File: config.mk
export PLATFORM = sky130hd
export DESIGN_NAME = comparator1_control
export DESIGN_NICKNAME = d
export VERILOG_FILES = /design/src/cmp_ctrl_pkg.sv /design/src/cmp_edge_sync.sv /design/src/comparator1_control.sv
export SDC_FILE = /design/constraint.sdc
export NUM_CORES = 1
export LEC_CHECK = 0
export ABC_AREA = 1
export BUFFER_PORTS_ARGS = -buffer_cell sky130_fd_sc_hd__buf_2
export CORE_UTILIZATION = 45
export CTS_CLUSTER_DIAMETER = 100
export DETAILED_ROUTE_END_ITERATION = 6
export PLACE_DENSITY_LB_ADDON = 0.1
export SETUP_SLACK_MARGIN = 0.15
export SYNTH_ARGS = -nofsm -noshare
export SYNTH_HDL_FRONTEND = slang
export SYNTH_SLANG_ARGS = --single-unit
File: constraint.sdc
create_clock -name i_clk -period 3.1 [get_ports i_clk]
set_clock_uncertainty 0.15 [all_clocks]
set_input_delay 0.155 -clock i_clk [delete_from_list [all_inputs] [get_ports i_clk]]
set_output_delay 0.155 -clock i_clk [all_outputs]
set_load 0.01 [all_outputs]
File: src/cmp_ctrl_pkg.sv
package cmp_ctrl_pkg;

  // ==========================================================
  // register location
  localparam logic [7:0] CTRL_ADDR      = 8'h9d;
  localparam logic [7:0] CTRL_PAGE      = 8'h00;
  localparam logic [7:0] CTRL_RESET     = 8'h00;

  // ==========================================================
  // field positions
  localparam int         EN_BIT         = 7;
  localparam int         OUT_BIT        = 6;
  localparam int         RISE_BIT       = 5;
  localparam int         FALL_BIT       = 4;
  localparam int         HYP_HI         = 3;
  localparam int         HYP_LO         = 2;
  localparam int         HYN_HI         = 1;
  localparam int         HYN_LO         = 0;

  // ==========================================================
  // hysteresis codes
  typedef enum logic [1:0] {
    HYST_OFF   = 2'b00,
    HYST_5MV   = 2'b01,
    HYST_10MV  = 2'b10,
    HYST_20MV  = 2'b11
  } hyst_e;

  localparam logic [4:0] MV_OFF         = 5'h00;
  localparam logic [4:0] MV_5           = 5'h05;
  localparam logic [4:0] MV_10          = 5'h0a;
  localparam logic [4:0] MV_20          = 5'h14;

endpackage

File: src/cmp_edge_sync.sv
`timescale 1ns/100ps
module cmp_edge_sync (
  // clock and reset
  input  wire logic i_clk,
  input  wire logic i_rst,
  input  wire logic i_ce,
  // asynchronous comparator level
  input  wire logic i_async,
  // synchronised level and edges
  output logic      o_level,
  output logic      o_rise,
  output logic      o_fall
);

  // ==========================================================
  // two-stage synchroniser, then edge detect on stage two only
  logic meta_ff;
  logic sync_ff;
  logic prev_ff;
  logic nxt_meta;
  logic nxt_sync;
  logic nxt_prev;

  always_comb begin
    nxt_meta = meta_ff;
    nxt_sync = sync_ff;
    nxt_prev = prev_ff;
    if (i_rst) begin
      nxt_meta = 1'b0;
      nxt_sync = 1'b0;
      nxt_prev = 1'b0;
    end else if (i_ce) begin
      nxt_meta = i_async;
      nxt_sync = meta_ff;
      nxt_prev = sync_ff;
    end
  end

  always_ff @(posedge i_clk) begin
    meta_ff <= nxt_meta;
    sync_ff <= nxt_sync;
    prev_ff <= nxt_prev;
  end

  assign o_level = sync_ff;
  assign o_rise  = sync_ff & ~prev_ff;
  assign o_fall  = ~sync_ff & prev_ff;

endmodule

File: src/comparator1_control.sv
`timescale 1ns/100ps
// Behaviour
// - bit 6 reads the comparator result: 1 when the positive input is above the negative input.
// - bit 5 is set on a rising output edge and stays set until software writes it to zero.
// - bit 4 is set on a falling output edge and stays set until software writes it to zero.
// - bits 3:2 select positive hysteresis: off, 5 mV, 10 mV or 20 mV.
// - bits 1:0 select negative hysteresis: off, 5 mV, 10 mV or 20 mV.
// - the register sits at address 0x9d on page 0x00 and resets to all zeros.
module comparator1_control (
  // clock, reset, enable
  input  wire logic       i_clk,
  input  wire logic       i_rst,
  input  wire logic       i_ce,
  // special-function register access
  input  wire logic [7:0] i_sfr_addr,
  input  wire logic [7:0] i_sfr_page,
  input  wire logic       i_sfr_wr,
  input  wire logic       i_sfr_rd,
  input  wire logic [7:0] i_sfr_wdata,
  output logic [7:0]      o_sfr_rdata,
  output logic            o_sfr_hit,
  // analog comparator
  input  wire logic       i_comparator_positive_input_above,
  output logic            o_comparator_enable,
  output logic [4:0]      o_positive_hysteresis_mv,
  output logic [4:0]      o_negative_hysteresis_mv
);

  // ==========================================================
  // helpers
  function automatic logic [4:0] hyst_mv(input logic [1:0] code);
    case (code)
      cmp_ctrl_pkg::HYST_OFF:  hyst_mv = cmp_ctrl_pkg::MV_OFF;
      cmp_ctrl_pkg::HYST_5MV:  hyst_mv = cmp_ctrl_pkg::MV_5;
      cmp_ctrl_pkg::HYST_10MV: hyst_mv = cmp_ctrl_pkg::MV_10;
      cmp_ctrl_pkg::HYST_20MV: hyst_mv = cmp_ctrl_pkg::MV_20;
      default:                 hyst_mv = cmp_ctrl_pkg::MV_OFF;
    endcase
  endfunction

  // ==========================================================
  // comparator input sync
  logic cmp_level;
  logic cmp_rise;
  logic cmp_fall;

  cmp_edge_sync u_sync (
    .i_clk   (i_clk),
    .i_rst   (i_rst),
    .i_ce    (i_ce),
    .i_async (i_comparator_positive_input_above),
    .o_level (cmp_level),
    .o_rise  (cmp_rise),
    .o_fall  (cmp_fall)
  );

  // ==========================================================
  // register state
  logic       en_ff;
  logic       out_ff;
  logic       rise_ff;
  logic       fall_ff;
  logic [1:0] hyp_ff;
  logic [1:0] hyn_ff;
  logic [7:0] rdata_ff;
  logic       hit_ff;
  logic [4:0] hyp_mv_ff;
  logic [4:0] hyn_mv_ff;

  logic       nxt_en;
  logic       nxt_out;
  logic       nxt_rise;
  logic       nxt_fall;
  logic [1:0] nxt_hyp;
  logic [1:0] nxt_hyn;
  logic [7:0] nxt_rdata;
  logic       nxt_hit;
  logic [4:0] nxt_hyp_mv;
  logic [4:0] nxt_hyn_mv;
  logic       sel;
  logic       wr;
  logic [7:0] cur;

  assign sel = (i_sfr_addr == cmp_ctrl_pkg::CTRL_ADDR) &&
               (i_sfr_page == cmp_ctrl_pkg::CTRL_PAGE);
  assign wr  = sel & i_sfr_wr;

  always_comb begin
    cur = {en_ff, out_ff, rise_ff, fall_ff, hyp_ff, hyn_ff};
    nxt_en     = en_ff;
    nxt_out    = out_ff;
    nxt_rise   = rise_ff;
    nxt_fall   = fall_ff;
    nxt_hyp    = hyp_ff;
    nxt_hyn    = hyn_ff;
    nxt_rdata  = rdata_ff;
    nxt_hit    = hit_ff;
    nxt_hyp_mv = hyp_mv_ff;
    nxt_hyn_mv = hyn_mv_ff;
    if (i_rst) begin
      {nxt_en, nxt_out, nxt_rise, nxt_fall, nxt_hyp, nxt_hyn} = cmp_ctrl_pkg::CTRL_RESET;
      nxt_rdata  = cmp_ctrl_pkg::CTRL_RESET;
      nxt_hit    = 1'b0;
      nxt_hyp_mv = cmp_ctrl_pkg::MV_OFF;
      nxt_hyn_mv = cmp_ctrl_pkg::MV_OFF;
    end else if (i_ce) begin
      // output flag is read only; writes to bit 6 are dropped
      nxt_out = cmp_level;
      if (wr) begin
        nxt_en   = i_sfr_wdata[cmp_ctrl_pkg::EN_BIT];
        nxt_hyp  = i_sfr_wdata[cmp_ctrl_pkg::HYP_HI:cmp_ctrl_pkg::HYP_LO];
        nxt_hyn  = i_sfr_wdata[cmp_ctrl_pkg::HYN_HI:cmp_ctrl_pkg::HYN_LO];
        nxt_rise = i_sfr_wdata[cmp_ctrl_pkg::RISE_BIT];
        nxt_fall = i_sfr_wdata[cmp_ctrl_pkg::FALL_BIT];
      end
      // an edge in the clearing cycle wins over the clear
      if (cmp_rise) begin
        nxt_rise = 1'b1;
      end
      if (cmp_fall) begin
        nxt_fall = 1'b1;
      end
      nxt_hit   = sel & i_sfr_rd;
      nxt_rdata = (sel & i_sfr_rd) ? cur : rdata_ff;
      nxt_hyp_mv = hyst_mv(nxt_hyp);
      nxt_hyn_mv = hyst_mv(nxt_hyn);
    end
  end

  always_ff @(posedge i_clk) begin
    en_ff     <= nxt_en;
    out_ff    <= nxt_out;
    rise_ff   <= nxt_rise;
    fall_ff   <= nxt_fall;
    hyp_ff    <= nxt_hyp;
    hyn_ff    <= nxt_hyn;
    rdata_ff  <= nxt_rdata;
    hit_ff    <= nxt_hit;
    hyp_mv_ff <= nxt_hyp_mv;
    hyn_mv_ff <= nxt_hyn_mv;
  end

  assign o_sfr_rdata              = rdata_ff;
  assign o_sfr_hit                = hit_ff;
  assign o_comparator_enable      = en_ff;
  assign o_positive_hysteresis_mv = hyp_mv_ff;
  assign o_negative_hysteresis_mv = hyn_mv_ff;

  // ==========================================================
  // checks
  output_tracks_a: assert property (@(posedge i_clk) disable iff (i_rst)
    i_ce |=> out_ff == $past(cmp_level))
    else $error("output flag does not track comparator");
  rise_sets_a: assert property (@(posedge i_clk) disable iff (i_rst)
    (i_ce && cmp_rise) |=> rise_ff)
    else $error("rising edge flag not set");
  rise_sticky_a: assert property (@(posedge i_clk) disable iff (i_rst)
    (rise_ff && !wr) |=> rise_ff)
    else $error("rising edge flag dropped without write");
  rise_clear_a: assert property (@(posedge i_clk) disable iff (i_rst)
    (i_ce && wr && !i_sfr_wdata[cmp_ctrl_pkg::RISE_BIT] && !cmp_rise) |=> !rise_ff)
    else $error("rising edge flag not cleared");
  fall_sets_a: assert property (@(posedge i_clk) disable iff (i_rst)
    (i_ce && cmp_fall) |=> fall_ff)
    else $error("falling edge flag not set");
  fall_sticky_a: assert property (@(posedge i_clk) disable iff (i_rst)
    (fall_ff && !wr) |=> fall_ff)
    else $error("falling edge flag dropped without write");
  fall_clear_a: assert property (@(posedge i_clk) disable iff (i_rst)
    (i_ce && wr && !i_sfr_wdata[cmp_ctrl_pkg::FALL_BIT] && !cmp_fall) |=> !fall_ff)
    else $error("falling edge flag not cleared");
  hyp_decode_a: assert property (@(posedge i_clk) disable iff (i_rst)
    (i_ce && wr &&
     i_sfr_wdata[cmp_ctrl_pkg::HYP_HI:cmp_ctrl_pkg::HYP_LO] == cmp_ctrl_pkg::HYST_20MV)
    |=> hyp_mv_ff == cmp_ctrl_pkg::MV_20)
    else $error("positive hysteresis decode wrong");
  hyp_low_a: assert property (@(posedge i_clk) disable iff (i_rst)
    (i_ce && wr &&
     i_sfr_wdata[cmp_ctrl_pkg::HYP_HI:cmp_ctrl_pkg::HYP_LO] == cmp_ctrl_pkg::HYST_5MV)
    |=> hyp_mv_ff == cmp_ctrl_pkg::MV_5)
    else $error("positive hysteresis low step wrong");
  hyn_decode_a: assert property (@(posedge i_clk) disable iff (i_rst)
    (i_ce && wr &&
     i_sfr_wdata[cmp_ctrl_pkg::HYN_HI:cmp_ctrl_pkg::HYN_LO] == cmp_ctrl_pkg::HYST_5MV)
    |=> hyn_mv_ff == cmp_ctrl_pkg::MV_5)
    else $error("negative hysteresis decode wrong");
  hyn_mid_a: assert property (@(posedge i_clk) disable iff (i_rst)
    (i_ce && wr &&
     i_sfr_wdata[cmp_ctrl_pkg::HYN_HI:cmp_ctrl_pkg::HYN_LO] == cmp_ctrl_pkg::HYST_10MV)
    |=> hyn_mv_ff == cmp_ctrl_pkg::MV_10)
    else $error("negative hysteresis middle step wrong");
  reset_zero_a: assert property (@(posedge i_clk)
    i_rst |=> (cur == cmp_ctrl_pkg::CTRL_RESET && rdata_ff == cmp_ctrl_pkg::CTRL_RESET))
    else $error("register not zero after reset");
  reset_outputs_a: assert property (@(posedge i_clk)
    i_rst |=> (!hit_ff && hyp_mv_ff == cmp_ctrl_pkg::MV_OFF && hyn_mv_ff == cmp_ctrl_pkg::MV_OFF))
    else $error("outputs not idle after reset");
  enable_write_a: assert property (@(posedge i_clk) disable iff (i_rst)
    (i_ce && wr) |=> en_ff == $past(i_sfr_wdata[cmp_ctrl_pkg::EN_BIT]))
    else $error("enable bit not written");
  read_data_a: assert property (@(posedge i_clk) disable iff (i_rst)
    (i_ce && sel && i_sfr_rd) |=> (hit_ff && rdata_ff == $past(cur)))
    else $error("read data wrong");
  no_hit_a: assert property (@(posedge i_clk) disable iff (i_rst)
    (i_ce && !(sel && i_sfr_rd)) |=> !hit_ff)
    else $error("read answered without a matching read");

  // ==========================================================
  // hold checks: catch a stray update path that the set checks miss
  enable_hold_a: assert property (@(posedge i_clk) disable iff (i_rst)
    !(i_ce && wr) |=> $stable(en_ff))
    else $error("enable bit changed without write");
  hyst_hold_a: assert property (@(posedge i_clk) disable iff (i_rst)
    !(i_ce && wr) |=> ($stable(hyp_mv_ff) && $stable(hyn_mv_ff)))
    else $error("hysteresis changed without write");
  rdata_hold_a: assert property (@(posedge i_clk) disable iff (i_rst)
    !(i_ce && sel && i_sfr_rd) |=> $stable(rdata_ff))
    else $error("read data changed without read");
  out_freeze_a: assert property (@(posedge i_clk) disable iff (i_rst)
    !i_ce |=> $stable(out_ff))
    else $error("output flag moved while frozen");
  flag_freeze_a: assert property (@(posedge i_clk) disable iff (i_rst)
    !i_ce |=> ($stable(rise_ff) && $stable(fall_ff)))
    else $error("edge flags moved while frozen");

  rise_seen_c: cover property (@(posedge i_clk) disable iff (i_rst) cmp_rise ##1 rise_ff);
  fall_seen_c: cover property (@(posedge i_clk) disable iff (i_rst) cmp_fall ##1 fall_ff);
  clear_c:     cover property (@(posedge i_clk) disable iff (i_rst) rise_ff ##1 !rise_ff);
  set_clear_c: cover property (@(posedge i_clk) disable iff (i_rst) wr && cmp_rise);

endmodule

==> run summary, run 1 <==
status: finished, final reports clean
Worst Path Arrival: 1.29 ns
antenna violations before repair: 0
Setup crit end kind: flip-flop
Die Ht: 55.7 µm
multi-input logic area: 642 µm²
global route overflow: 0
Power Density: 339 mW/mm²
placed insts: 255
Lkg Pwr: 0.746 nW
RR Startpoint: o_negative_hysteresis_mv[2]
synth-to-layout area growth: 22.3%
Initial Utilization: 47.4%
CP max FO: 17
Finish-stage setup viols: 0
Worst slew margin: 68.8%
minimum hold slack: 0.0530 ns
vias after detailed routing: 1290
max-cap violations: 0
clk_lat worst skew: 0.31 ns
routability congestion estimate: 0.822
Reg clk slew, reported paths: 0.14 ns
Switch Pwr: 0.000136 W
Netlist cell types: 20
vias in the first global route: 1164
Mapped Avg Cell Area: 6.97 µm²
PortBufs: 48
largest net degree at the start of global routing: 23
RSZ-0062 raised after global routing: false
DR iter-0 viols: 50
reg-to-reg critical path endpoint: o_negative_hysteresis_mv[3]
switching part of the total: 25.4%
postcts setup bufs: 0
first-pass GRT wire length: 4.73 mm
Cells after Synth: 186
Ports: 50
core area: 0.00273 mm²
n_diodes: 0
Critical Path RT: 3.15 ns
Root Driver: clkbuf_4
row cnt: 19
combinational power share: 11.4%
chip width: 55.7 µm
kind of critical path: input pin to flip-flop
fill count: 268
r2r worst-path depth: 5
CTS buffer count: 3
post-layout min period: 1.24 ns
maximum vdd drop: 0.262 mV
sum of negative setup slack: 0 ns
period utilization: 39.9%
DR pass1 iterations: 4
WL per Instance: 10.5 µm
Slew @ Worst Pin: 0.468 ns
drt drc: 0
CTS Sinks: 25
antenna-violating nets left: 0
register area share after synthesis: 38.6%
final hold vios: 0
Worst setup endpoint: o_sfr_rdata[6]
GRT Util Overall: 18.6%
syn_nets: 216
dpl hpwl: 2.10 mm
routed wire length: 2.76 mm
H-tree levels: 1
Nets: 263
TritonCTS clock tree: done
clock power share: 27.3%
Die ar.: 0.00310 mm²
DR vias/cell: 4.90
f_max: 0.809 GHz
share of cells above drive strength 1: 29.3%
flops & latches, synth: 25
Synth warnings: 0
r2r setup slk: 2.09 ns
cell internal pwr: 0.000401 W
CTS Buffer Depth: 2
synthesized area: 0.00130 mm²
Final Max Tran Viols: 0
Post-Layout Cell Count: 263
Reg area: 500 µm²
startpoint types: input pin
Flop pwr share: 61.3%
Critical Path Source: i_sfr_page[3]
HP Class: input pin to flip-flop
[state kept, by name (all words and copies together) (netlist names), named ones only]
register                  count
o_negative_hysteresis_mv      4
fall_ff                       1
o_positive_hysteresis_mv      4
o_comparator_enable           1
hyn_ff                        1
o_sfr_hit                     1
rise_ff                       1
u_sync.o_level                1
u_sync.prev_ff                1
o_sfr_rdata                   8
u_sync.meta_ff                1
[cell type report]
type                    instances  area share, %
repair buffers                 52           17.7
clock buffers                   3           1.42
well taps                      31           2.45
flip-flops and latches         25           31.6
multi-input cells             126           40.5
inverters                      25           5.92
clock inverters                 1          0.474
[worst min-delay path by stage]
| stage | slack [ns] | to | startpoint | cells past startpoint |
|---|---|---|---|---|
| after detailed placement | 0.25 | u_sync.meta_ff | i_comparator_positive_input_above | 3 |
| after floorplan | 0.14 | u_sync.meta_ff | i_comparator_positive_input_above | 2 |
| after CTS | 0.04 | u_sync.prev_ff | i_ce | 3 |
| after global placement | 0.23 | o_comparator_enable | i_sfr_wdata[7] | 3 |
| final | 0.05 | u_sync.prev_ff | i_ce | 3 |
| after global routing | 0.04 | u_sync.prev_ff | i_ce | 3 |
[logic make-up after synthesis]
kind of cell | synth area share [%]
buf+inv | 11.9
compound gates | 15.2
simple gates | 34.4
flops | 38.6
[cell usage in the layout, fill, tap and decap left out, drive strengths merged]
master       instances
nand2               45
or2                  1
nand4                9
clkinvlp             1
inv                 24
dfxtp               25
buf                 48
a21oi               14
clkinv               1
dlygate4sd3          4
clkbuf               3
nand3               10
o21ai                4
nor3                 1
a31oi                1
a211oi               8
nor2                33
[per-stage QoR]
step	power [W]	setup WS, ns	instance area, µm²	utilization, %
3_3_place_gp	0.000391	1.56	1520	55.4
5_1_grt	0.000571	1.78	1590	58.0
4_1_cts	0.000544	1.88	1590	58.0
6_report	0.000537	1.86	1590	58.0
2_1_floorplan	0.000366	1.79	1300	-
3_5_place_dp	0.000393	1.53	1520	55.4
[worst max-delay path: stages]
cell	delay (ns)
buf_2	0.10
nor2_1	0.14
nand2_1	0.09
nor2_2	0.21
nand4_4	0.31
nor2_1	0.23
a211oi_2	0.04
[layer usage]
layer  up-vias  global-route usage [%]  routed length [µm]
li1        685                       -                   -
met1       561                    24.3                1320
met2        40                    32.0                1280
met3         4                    2.33                 123
met4         0                    5.36                  28
met5         -                       0                   0
[cells in the mapped netlist]
cell / n / area [µm²]
nor3_1: 1 / 5.00
inv_1: 24 / 90.1
buf_6: 1 / 11.3
clkbuf_1: 4 / 15.0
dfxtp_1: 25 / 500
o21ai_0: 4 / 20.0
or2_0: 1 / 6.26
nor2_2: 6 / 37.5
nor2_1: 27 / 101
nand4_1: 8 / 50.1
a211oi_2: 8 / 100
a21oi_1: 14 / 70.1
buf_4: 4 / 30.0
nand3_2: 1 / 10.0
nand3_1: 9 / 45.0
nand4_4: 1 / 21.3
buf_1: 1 / 3.75
nand2_1: 45 / 169
clkinv_1: 1 / 3.75
a31oi_1: 1 / 6.26
[what timing repair did]
| item | CTS | global route |
|---|---|---|
| gates resized for setup | 0 | 0 |
| setup endpoints to repair | 0 | 0 |
| hold buffers | 4 | 0 |
| hold endpoints to repair | 4 | 0 |
[power groups by stage]
stage / Combinational (W) / Clock [W] / Sequential, W
after floorplan: 0.0000302 / 0 / 0.000335
after global placement: 0.0000554 / 0 / 0.000336
after detailed placement: 0.0000572 / 0 / 0.000336
after CTS: 0.0000612 / 0.000154 / 0.000329
after global routing: 0.0000693 / 0.000172 / 0.000330
final: 0.0000614 / 0.000146 / 0.000329
No activity file was read; power rests on OpenSTA's default activity.
==> run 2, diff against run 1 <==
- clock period: 3.1 -> 1.15 ns (I/O delays scaled with it)
==> run summary, run 2 (synthesis results as in run 1) <==
status: finished, final reports clean
vias in the first global route: 1301 (+12%)
global route overflow: 0 (unchanged)
Nets: 281 (+6.8%)
CP max FO: 2 (-15)
Reg clk slew, reported paths: 0.14 ns (about the same)
first-pass GRT wire length: 5.56 mm (+18%)
RSZ-0062 raised after global routing: true
Finish-stage setup viols: 0 (unchanged)
Initial Utilization: 47.4% (unchanged)
Critical Path RT: 0.94 ns (-2.21 ns)
n_diodes: 0 (unchanged)
placed insts: 261 (+2.4%)
dpl hpwl: 2.30 mm (+9.5%)
Root Driver: clkbuf_4
final hold vios: 0 (unchanged)
max-cap violations: 0 (unchanged)
startpoint types: flip-flop
PortBufs: 48 (unchanged)
Setup crit end kind: primary output
DR vias/cell: 5.11 (+4.3%)
clk_lat worst skew: 0.32 ns (about the same)
CTS Sinks: 25 (unchanged)
commonest non-fill, non-tap cells in the layout: nand2_1 (27), buf_6 (25), buf_2 (22)
TritonCTS clock tree: done
Ports: 50 (unchanged)
RR Startpoint: o_positive_hysteresis_mv[2]
max reg flops: 8 (unchanged)
synth-to-layout area growth: 64.1%
CTS Buffer Depth: 2 (unchanged)
period utilization: 95.1%
Slew @ Worst Pin: 0.318 ns (-0.150 ns)
HP Class: input pin to flip-flop
share of cells above drive strength 1: 60.0% (+31 points)
DR iter-0 viols: 60 (+20%)
minimum hold slack: 0.00351 ns (-0.0495 ns)
r2r setup slk: 0.17 ns (-1.92 ns)
maximum vdd drop: 0.953 mV (+260%)
GRT Util Overall: 22.5% (+4.0 points)
Worst setup endpoint: o_negative_hysteresis_mv[2]
most common cell after layout, fill and taps aside: nand2_1
H-tree levels: 1 (unchanged)
routability congestion estimate: 0.875 (+6.4%)
chip width: 55.7 µm (unchanged)
kind of critical path: flip-flop to primary output
post-layout min period: 1.09 ns
Die ar.: 0.00310 mm² (unchanged)
antenna-violating nets left: 0 (unchanged)
routed wire length: 3.59 mm (+30%)
fill count: 207 (-23%)
Die Ht: 55.7 µm (unchanged)
Power Density: 729 mW/mm² (+120%)
core area: 0.00273 mm² (unchanged)
vias after detailed routing: 1437 (+11%)
Worst slew margin: 78.7% (+10 points)
f_max: 0.914 GHz
CTS buffer count: 3 (unchanged)
antenna violations before repair: 0 (unchanged)
Lkg Pwr: 0.902 nW (+21%)
largest net degree at the start of global routing: 18 (-22%)
r2r worst-path depth: 4 (-1)
reg-to-reg critical path endpoint: o_positive_hysteresis_mv[0]
row cnt: 19 (unchanged)
Worst Path Arrival: 0.89 ns (-0.40 ns)
Final Max Tran Viols: 0 (unchanged)
drt drc: 0 (unchanged)
WL per Instance: 12.8 µm (+22%)
Post-Layout Cell Count: 281 (+6.8%)
DR pass1 iterations: 4 (unchanged)
Critical Path Source: o_negative_hysteresis_mv[2]
==> run 2: changes by cell type in the layout (fill, tap and decap cells not counted), sizes merged <==
cell	previous run	this run
buf	48	64
dlygate4sd3	4	5
dlymetal6s4s	0	1
==> run 2: critical path, stage by stage (launching register included) <==
cell and delay (ns):
dfxtp_2 0.35, buf_6 0.11, buf_6 0.11
==> run 2: worst min path at each step <==
stage                                                  from                           to  slack, ns  cells past startpoint
after global placement    i_comparator_positive_input_above               u_sync.meta_ff       0.13                      3
after CTS                                    i_sfr_wdata[2]  o_positive_hysteresis_mv[3]      -0.02                      6
after global routing                         i_sfr_wdata[3]  o_positive_hysteresis_mv[0]       0.01                      6
final                                        i_sfr_wdata[3]  o_positive_hysteresis_mv[0]      0.004                      6
after floorplan           i_comparator_positive_input_above               u_sync.meta_ff       0.04                      2
after detailed placement  i_comparator_positive_input_above               u_sync.meta_ff       0.14                      3
==> run 2: repair_timing <==
action / CTS / global route
gates resized for setup: 44 / 54
hold buffers: 7 / 0
hold endpoints to repair: 13 / 0
pin swaps: 2 / 28
buffers inserted: 3 / 7
endpoints found under the setup margin: 27 / 40
==> run 2: where the power goes <==
group	internal [W]	total, W	switching, W
Combinational	0.000118	0.000257	0.000139
Clock	0.000133	0.000408	0.000275
Sequential	0.000875	0.000887	0.0000114
==> run 2: routing by layer <==
layer / part of all wire, % / wire (µm) / vias up / track usage, %
met5: 0 / 0 / - / 0
li1: - / - / 723 / -
met2: 51 / 1830 / 42 / 40.8
met1: 43 / 1540 / 666 / 27.6
met4: 1.3 / 46 / 0 / 7.50
met3: 4.9 / 176 / 6 / 2.56
==> run 2: metrics by stage <==
stage	instance area [µm²]	power, W	utilization (%)	setup slack (ns)	TNS (ns)
2_1_floorplan	1380	0.00100	-	0.00784	0
3_3_place_gp	1650	0.00109	60.5	-0.152	-2.70
3_5_place_dp	1650	0.00110	60.5	-0.204	-3.37
4_1_cts	1940	0.00152	70.8	0.0457	0
5_1_grt	2130	0.00162	77.8	0.0184	0
6_report	2130	0.00155	77.8	0.0563	0
==> run 2: final cells by class <==
type	count	area (µm²)	area share, %
timing repair buffer	70	602	28.3
tap	31	38.8	1.82
inverter	25	115	5.41
sequential	25	533	25.1
multi-input combinational	126	808	38.0
clock buffer	3	22.5	1.06
clock inverter	1	7.51	0.353
==> run 3, diff against run 2 <==
- ABC_AREA: 1 -> 0
==> run summary, run 3 <==
fill count: 156 (-25%)
chip width: 53.4 µm (-4.1%)
RSZ-0062 raised after global routing: true
dpl cell area: 0.00155 mm² (-6.0%)
r2r worst-path depth: 2 (-2)
DR pass1 iterations: 4 (unchanged)
final hold vios: 18 (+18)
Cells on Worst Hold Path: 3 (-3)
routability congestion estimate: 0.829 (-5.3%)
area fraction in compound gates after synthesis: 10.3% (-4.8 points)
Hold Crit Start: i_rst
Synth area leader: dfxtp_1
Reg clk slew, reported paths: 0.15 ns (about the same)
critical path, cell by cell: or3b_1 -> a311oi_2
clk_lat worst skew: 0.32 ns (about the same)
HP Class: input pin to flip-flop
post-layout min period: 1.30 ns (+0.208 ns)
Mapped Avg Cell Area: 9.98 µm² (+43%)
Setup crit end kind: flip-flop
Top Family by Delay on Critical Path: simple AND/OR/NAND/NOR gates
post-synthesis simple-gate area fraction: 27.3% (-7.1 points)
Critical Path RT: 1.24 ns (+0.30 ns)
largest net degree at the start of global routing: 19 (+1)
Slew @ Worst Pin: 0.392 ns (+0.0743 ns)
Worst slew margin: 73.8% (-5.0 points)
Worst Path Arrival: 1.39 ns (+0.50 ns)
H-tree levels: 1 (unchanged)
Post-synth EDFFs: 0 (unchanged)
n_diodes: 0 (unchanged)
most common cell after layout, fill and taps aside: buf_6
synthesized area: 0.00119 mm² (-8.4%)
Power Density: 766 mW/mm² (+5.0%)
share of cells above drive strength 1: 60.1% (+0.10 points)
TritonCTS clock tree: done
DR iter-0 viols: 27 (-55%)
hold-critical path endpoint: u_sync.prev_ff
Root Driver: clkbuf_4
period utilization: 113% (+18 points)
f_max: 0.768 GHz (-16%)
dpl hpwl: 1.90 mm (-17%)
buffers plus inverters on the worst setup path: 0 (-2)
startpoint types: flip-flop
Netlist cell types: 30 (+50%)
mux share of post-synthesis cell area: 13.5% (+13 points)
antenna violations before repair: 0 (unchanged)
failing checks: hold timing, setup timing
largest cells by area after synthesis: dfxtp_1 (42%), mux2i_1 (13%), nor2_1 (7.6%)
Die ar.: 0.00285 mm² (-8.1%)
max reg flops: 8 (unchanged)
largest family of logic cells by synthesized area: simple AND/OR/NAND/NOR gates
antenna-violating nets left: 0 (unchanged)
CTS Buffer Depth: 2 (unchanged)
maximum vdd drop: 0.813 mV (-15%)
Lkg Pwr: 0.813 nW (-9.9%)
sum of negative setup slack: -1.26 ns (-1.26 ns)
Finish-stage setup viols: 18 (+18)
WL per Instance: 13.8 µm (+8.3%)
Cells after Synth: 119 (-36%)
status: finished with violations
vias after detailed routing: 1173 (-18%)
register area share after synthesis: 42.1% (+3.5 points)
RR Startpoint: o_positive_hysteresis_mv[2]
Initial Utilization: 47.9% (+0.52 points)
dominant synthesized flop cell: dfxtp_1
GRT Util Overall: 22.1% (-0.39 points)
commonest non-fill, non-tap cells in the layout: buf_6 (30), nor2_1 (24), buf_2 (23)
drt drc: 0 (unchanged)
reg-to-reg critical path endpoint: o_positive_hysteresis_mv[3]
global route overflow: 0 (unchanged)
Critical Path Source: o_positive_hysteresis_mv[2]
Synth async-reset ratio: 0% (unchanged)
CTS Sinks: 25 (unchanged)
placed insts: 202 (-23%)
CP max stage delay: 0.41 ns (+0.06 ns)
minimum hold slack: -0.0630 ns (-0.0665 ns)
core area: 0.00248 mm² (-9.4%)
synth-to-layout area growth: 68.1%
r2r setup slk: -0.15 ns (-0.32 ns)
max-cap violations: 0 (unchanged)
syn_nets: 149 (-31%)
vias in the first global route: 1045 (-20%)
Nets: 224 (-20%)
Post-Synth Adder-Cell Area: 0% (unchanged)
top cell type's share of synthesized area: 42.1% (+3.5 points)
routed wire length: 3.08 mm (-14%)
Reg area: 524 µm² (-1.6%)
CTS buffer count: 3 (unchanged)
first-pass GRT wire length: 4.50 mm (-19%)
Synth warnings: 0 (unchanged)
flops & latches, synth: 25 (unchanged)
Ports: 50 (unchanged)
Die Ht: 53.4 µm (-4.1%)
multi-input logic area: 689 µm² (-15%)
top post-synthesis cells by count: dfxtp_1 (25), nor2_1 (24), mux2i_1 (16)
fin area: 0.00200 mm² (-6.2%)
Tot Pwr: 0.00153 W (-1.4%)
Final WS setup: -0.152 ns (-0.208 ns)
Post-Layout Cell Count: 223 (-21%)
Final Max Tran Viols: 0 (unchanged)
hold_buf cts: 9 (+2)
PortBufs: 48 (unchanged)
count leader, synth: dfxtp_1
Max stage delay cell, worst path: or3b_1
DR vias/cell: 5.26 (+2.9%)
row cnt: 18 (-1)
CP max FO: 4 (+2)
Post-Synth XOR/XNOR Area: 0% (unchanged)
kind of critical path: flip-flop to flip-flop
run 3: cell types whose count changed in the layout (fill, tap and decap cells not counted), moves of 9 or more:
cell	previous run	this run
nor2_4	12	3
nand2_2	18	0
a21oi_1	10	0
inv_1	17	5
nand2_1	27	4
mux2i_1	0	16
run 3: cells by family (layout without fill, tap and decap cells):
group / after synthesis / count (layout)
AND/OR/NAND/NOR: 47 / 48
flip-flops: 25 / 25
AO/OA/AOI/OAI: 16 / 16
multiplexers: 16 / 16
buffers and inverters: 15 / 88
run 3: per-stage QoR:
stage	setup WS (ns)	util, %	hold slack, ns
after floorplan	-0.265	-	0.0547
after global placement	-0.458	62.7	0.145
after detailed placement	-0.468	62.7	0.152
after CTS	-0.103	75.6	-0.0723
after global routing	-0.203	80.6	-0.0754
final	-0.152	80.6	-0.0630
run 3: where the power goes:
part,switching (W),internal [W],total [W],leakage (nW)
logic,0.000108,0.000135,0.000242,0.587
clock network,0.000264,0.000133,0.000397,0.0139
registers,0.00000950,0.000881,0.000890,0.212
total,0.000381,0.00115,0.00153,0.813
run 3: worst reg2reg max path, delay by kind of cell, from the launching register on:
family | cells | cell delay (ns)
AOI/OAI and AO/OA | 1 | 0.29
and+or+nand+nor | 1 | 0.41
DFF | 1 | 0.37
run 3: per-layer routing:
| metal | wire length, µm | track usage, % | up-vias |
|---|---|---|---|
| met5 | 0 | 0 | - |
| met4 | 27 | 9.21 | 0 |
| met3 | 141 | 4.31 | 5 |
| met2 | 1650 | 37.7 | 41 |
| met1 | 1260 | 26.7 | 556 |
| li1 | - | - | 571 |
run 3: worst max path at each step:
stage          cells past startpoint                          end
4_1_cts                            2  o_positive_hysteresis_mv[3]
3_3_place_gp                       6  o_positive_hysteresis_mv[3]
2_1_floorplan                      5                    flip-flop
3_5_place_dp                       6  o_positive_hysteresis_mv[3]
5_1_grt                            7                    hyn_ff[1]
6_report                           2  o_positive_hysteresis_mv[3]
run 3: cell type report:
type / count / share of cell area [%]
timing repair buffer: 79 / 34.9
multi-input combinational: 80 / 34.5
clock buffer: 3 / 1.13
clock inverter: 1 / 0.376
inverter: 5 / 0.940
sequential: 25 / 26.3
tap: 30 / 1.88
run 3: timing repair:
action | in CTS | in global routing
buffers inserted | 5 | 2
hold endpoints to repair | 17 | 18
cloned | 1 | 0
pin swaps | 7 | 8
resized for setup | 40 | 21
endpoints found under the setup margin | 40 | 42
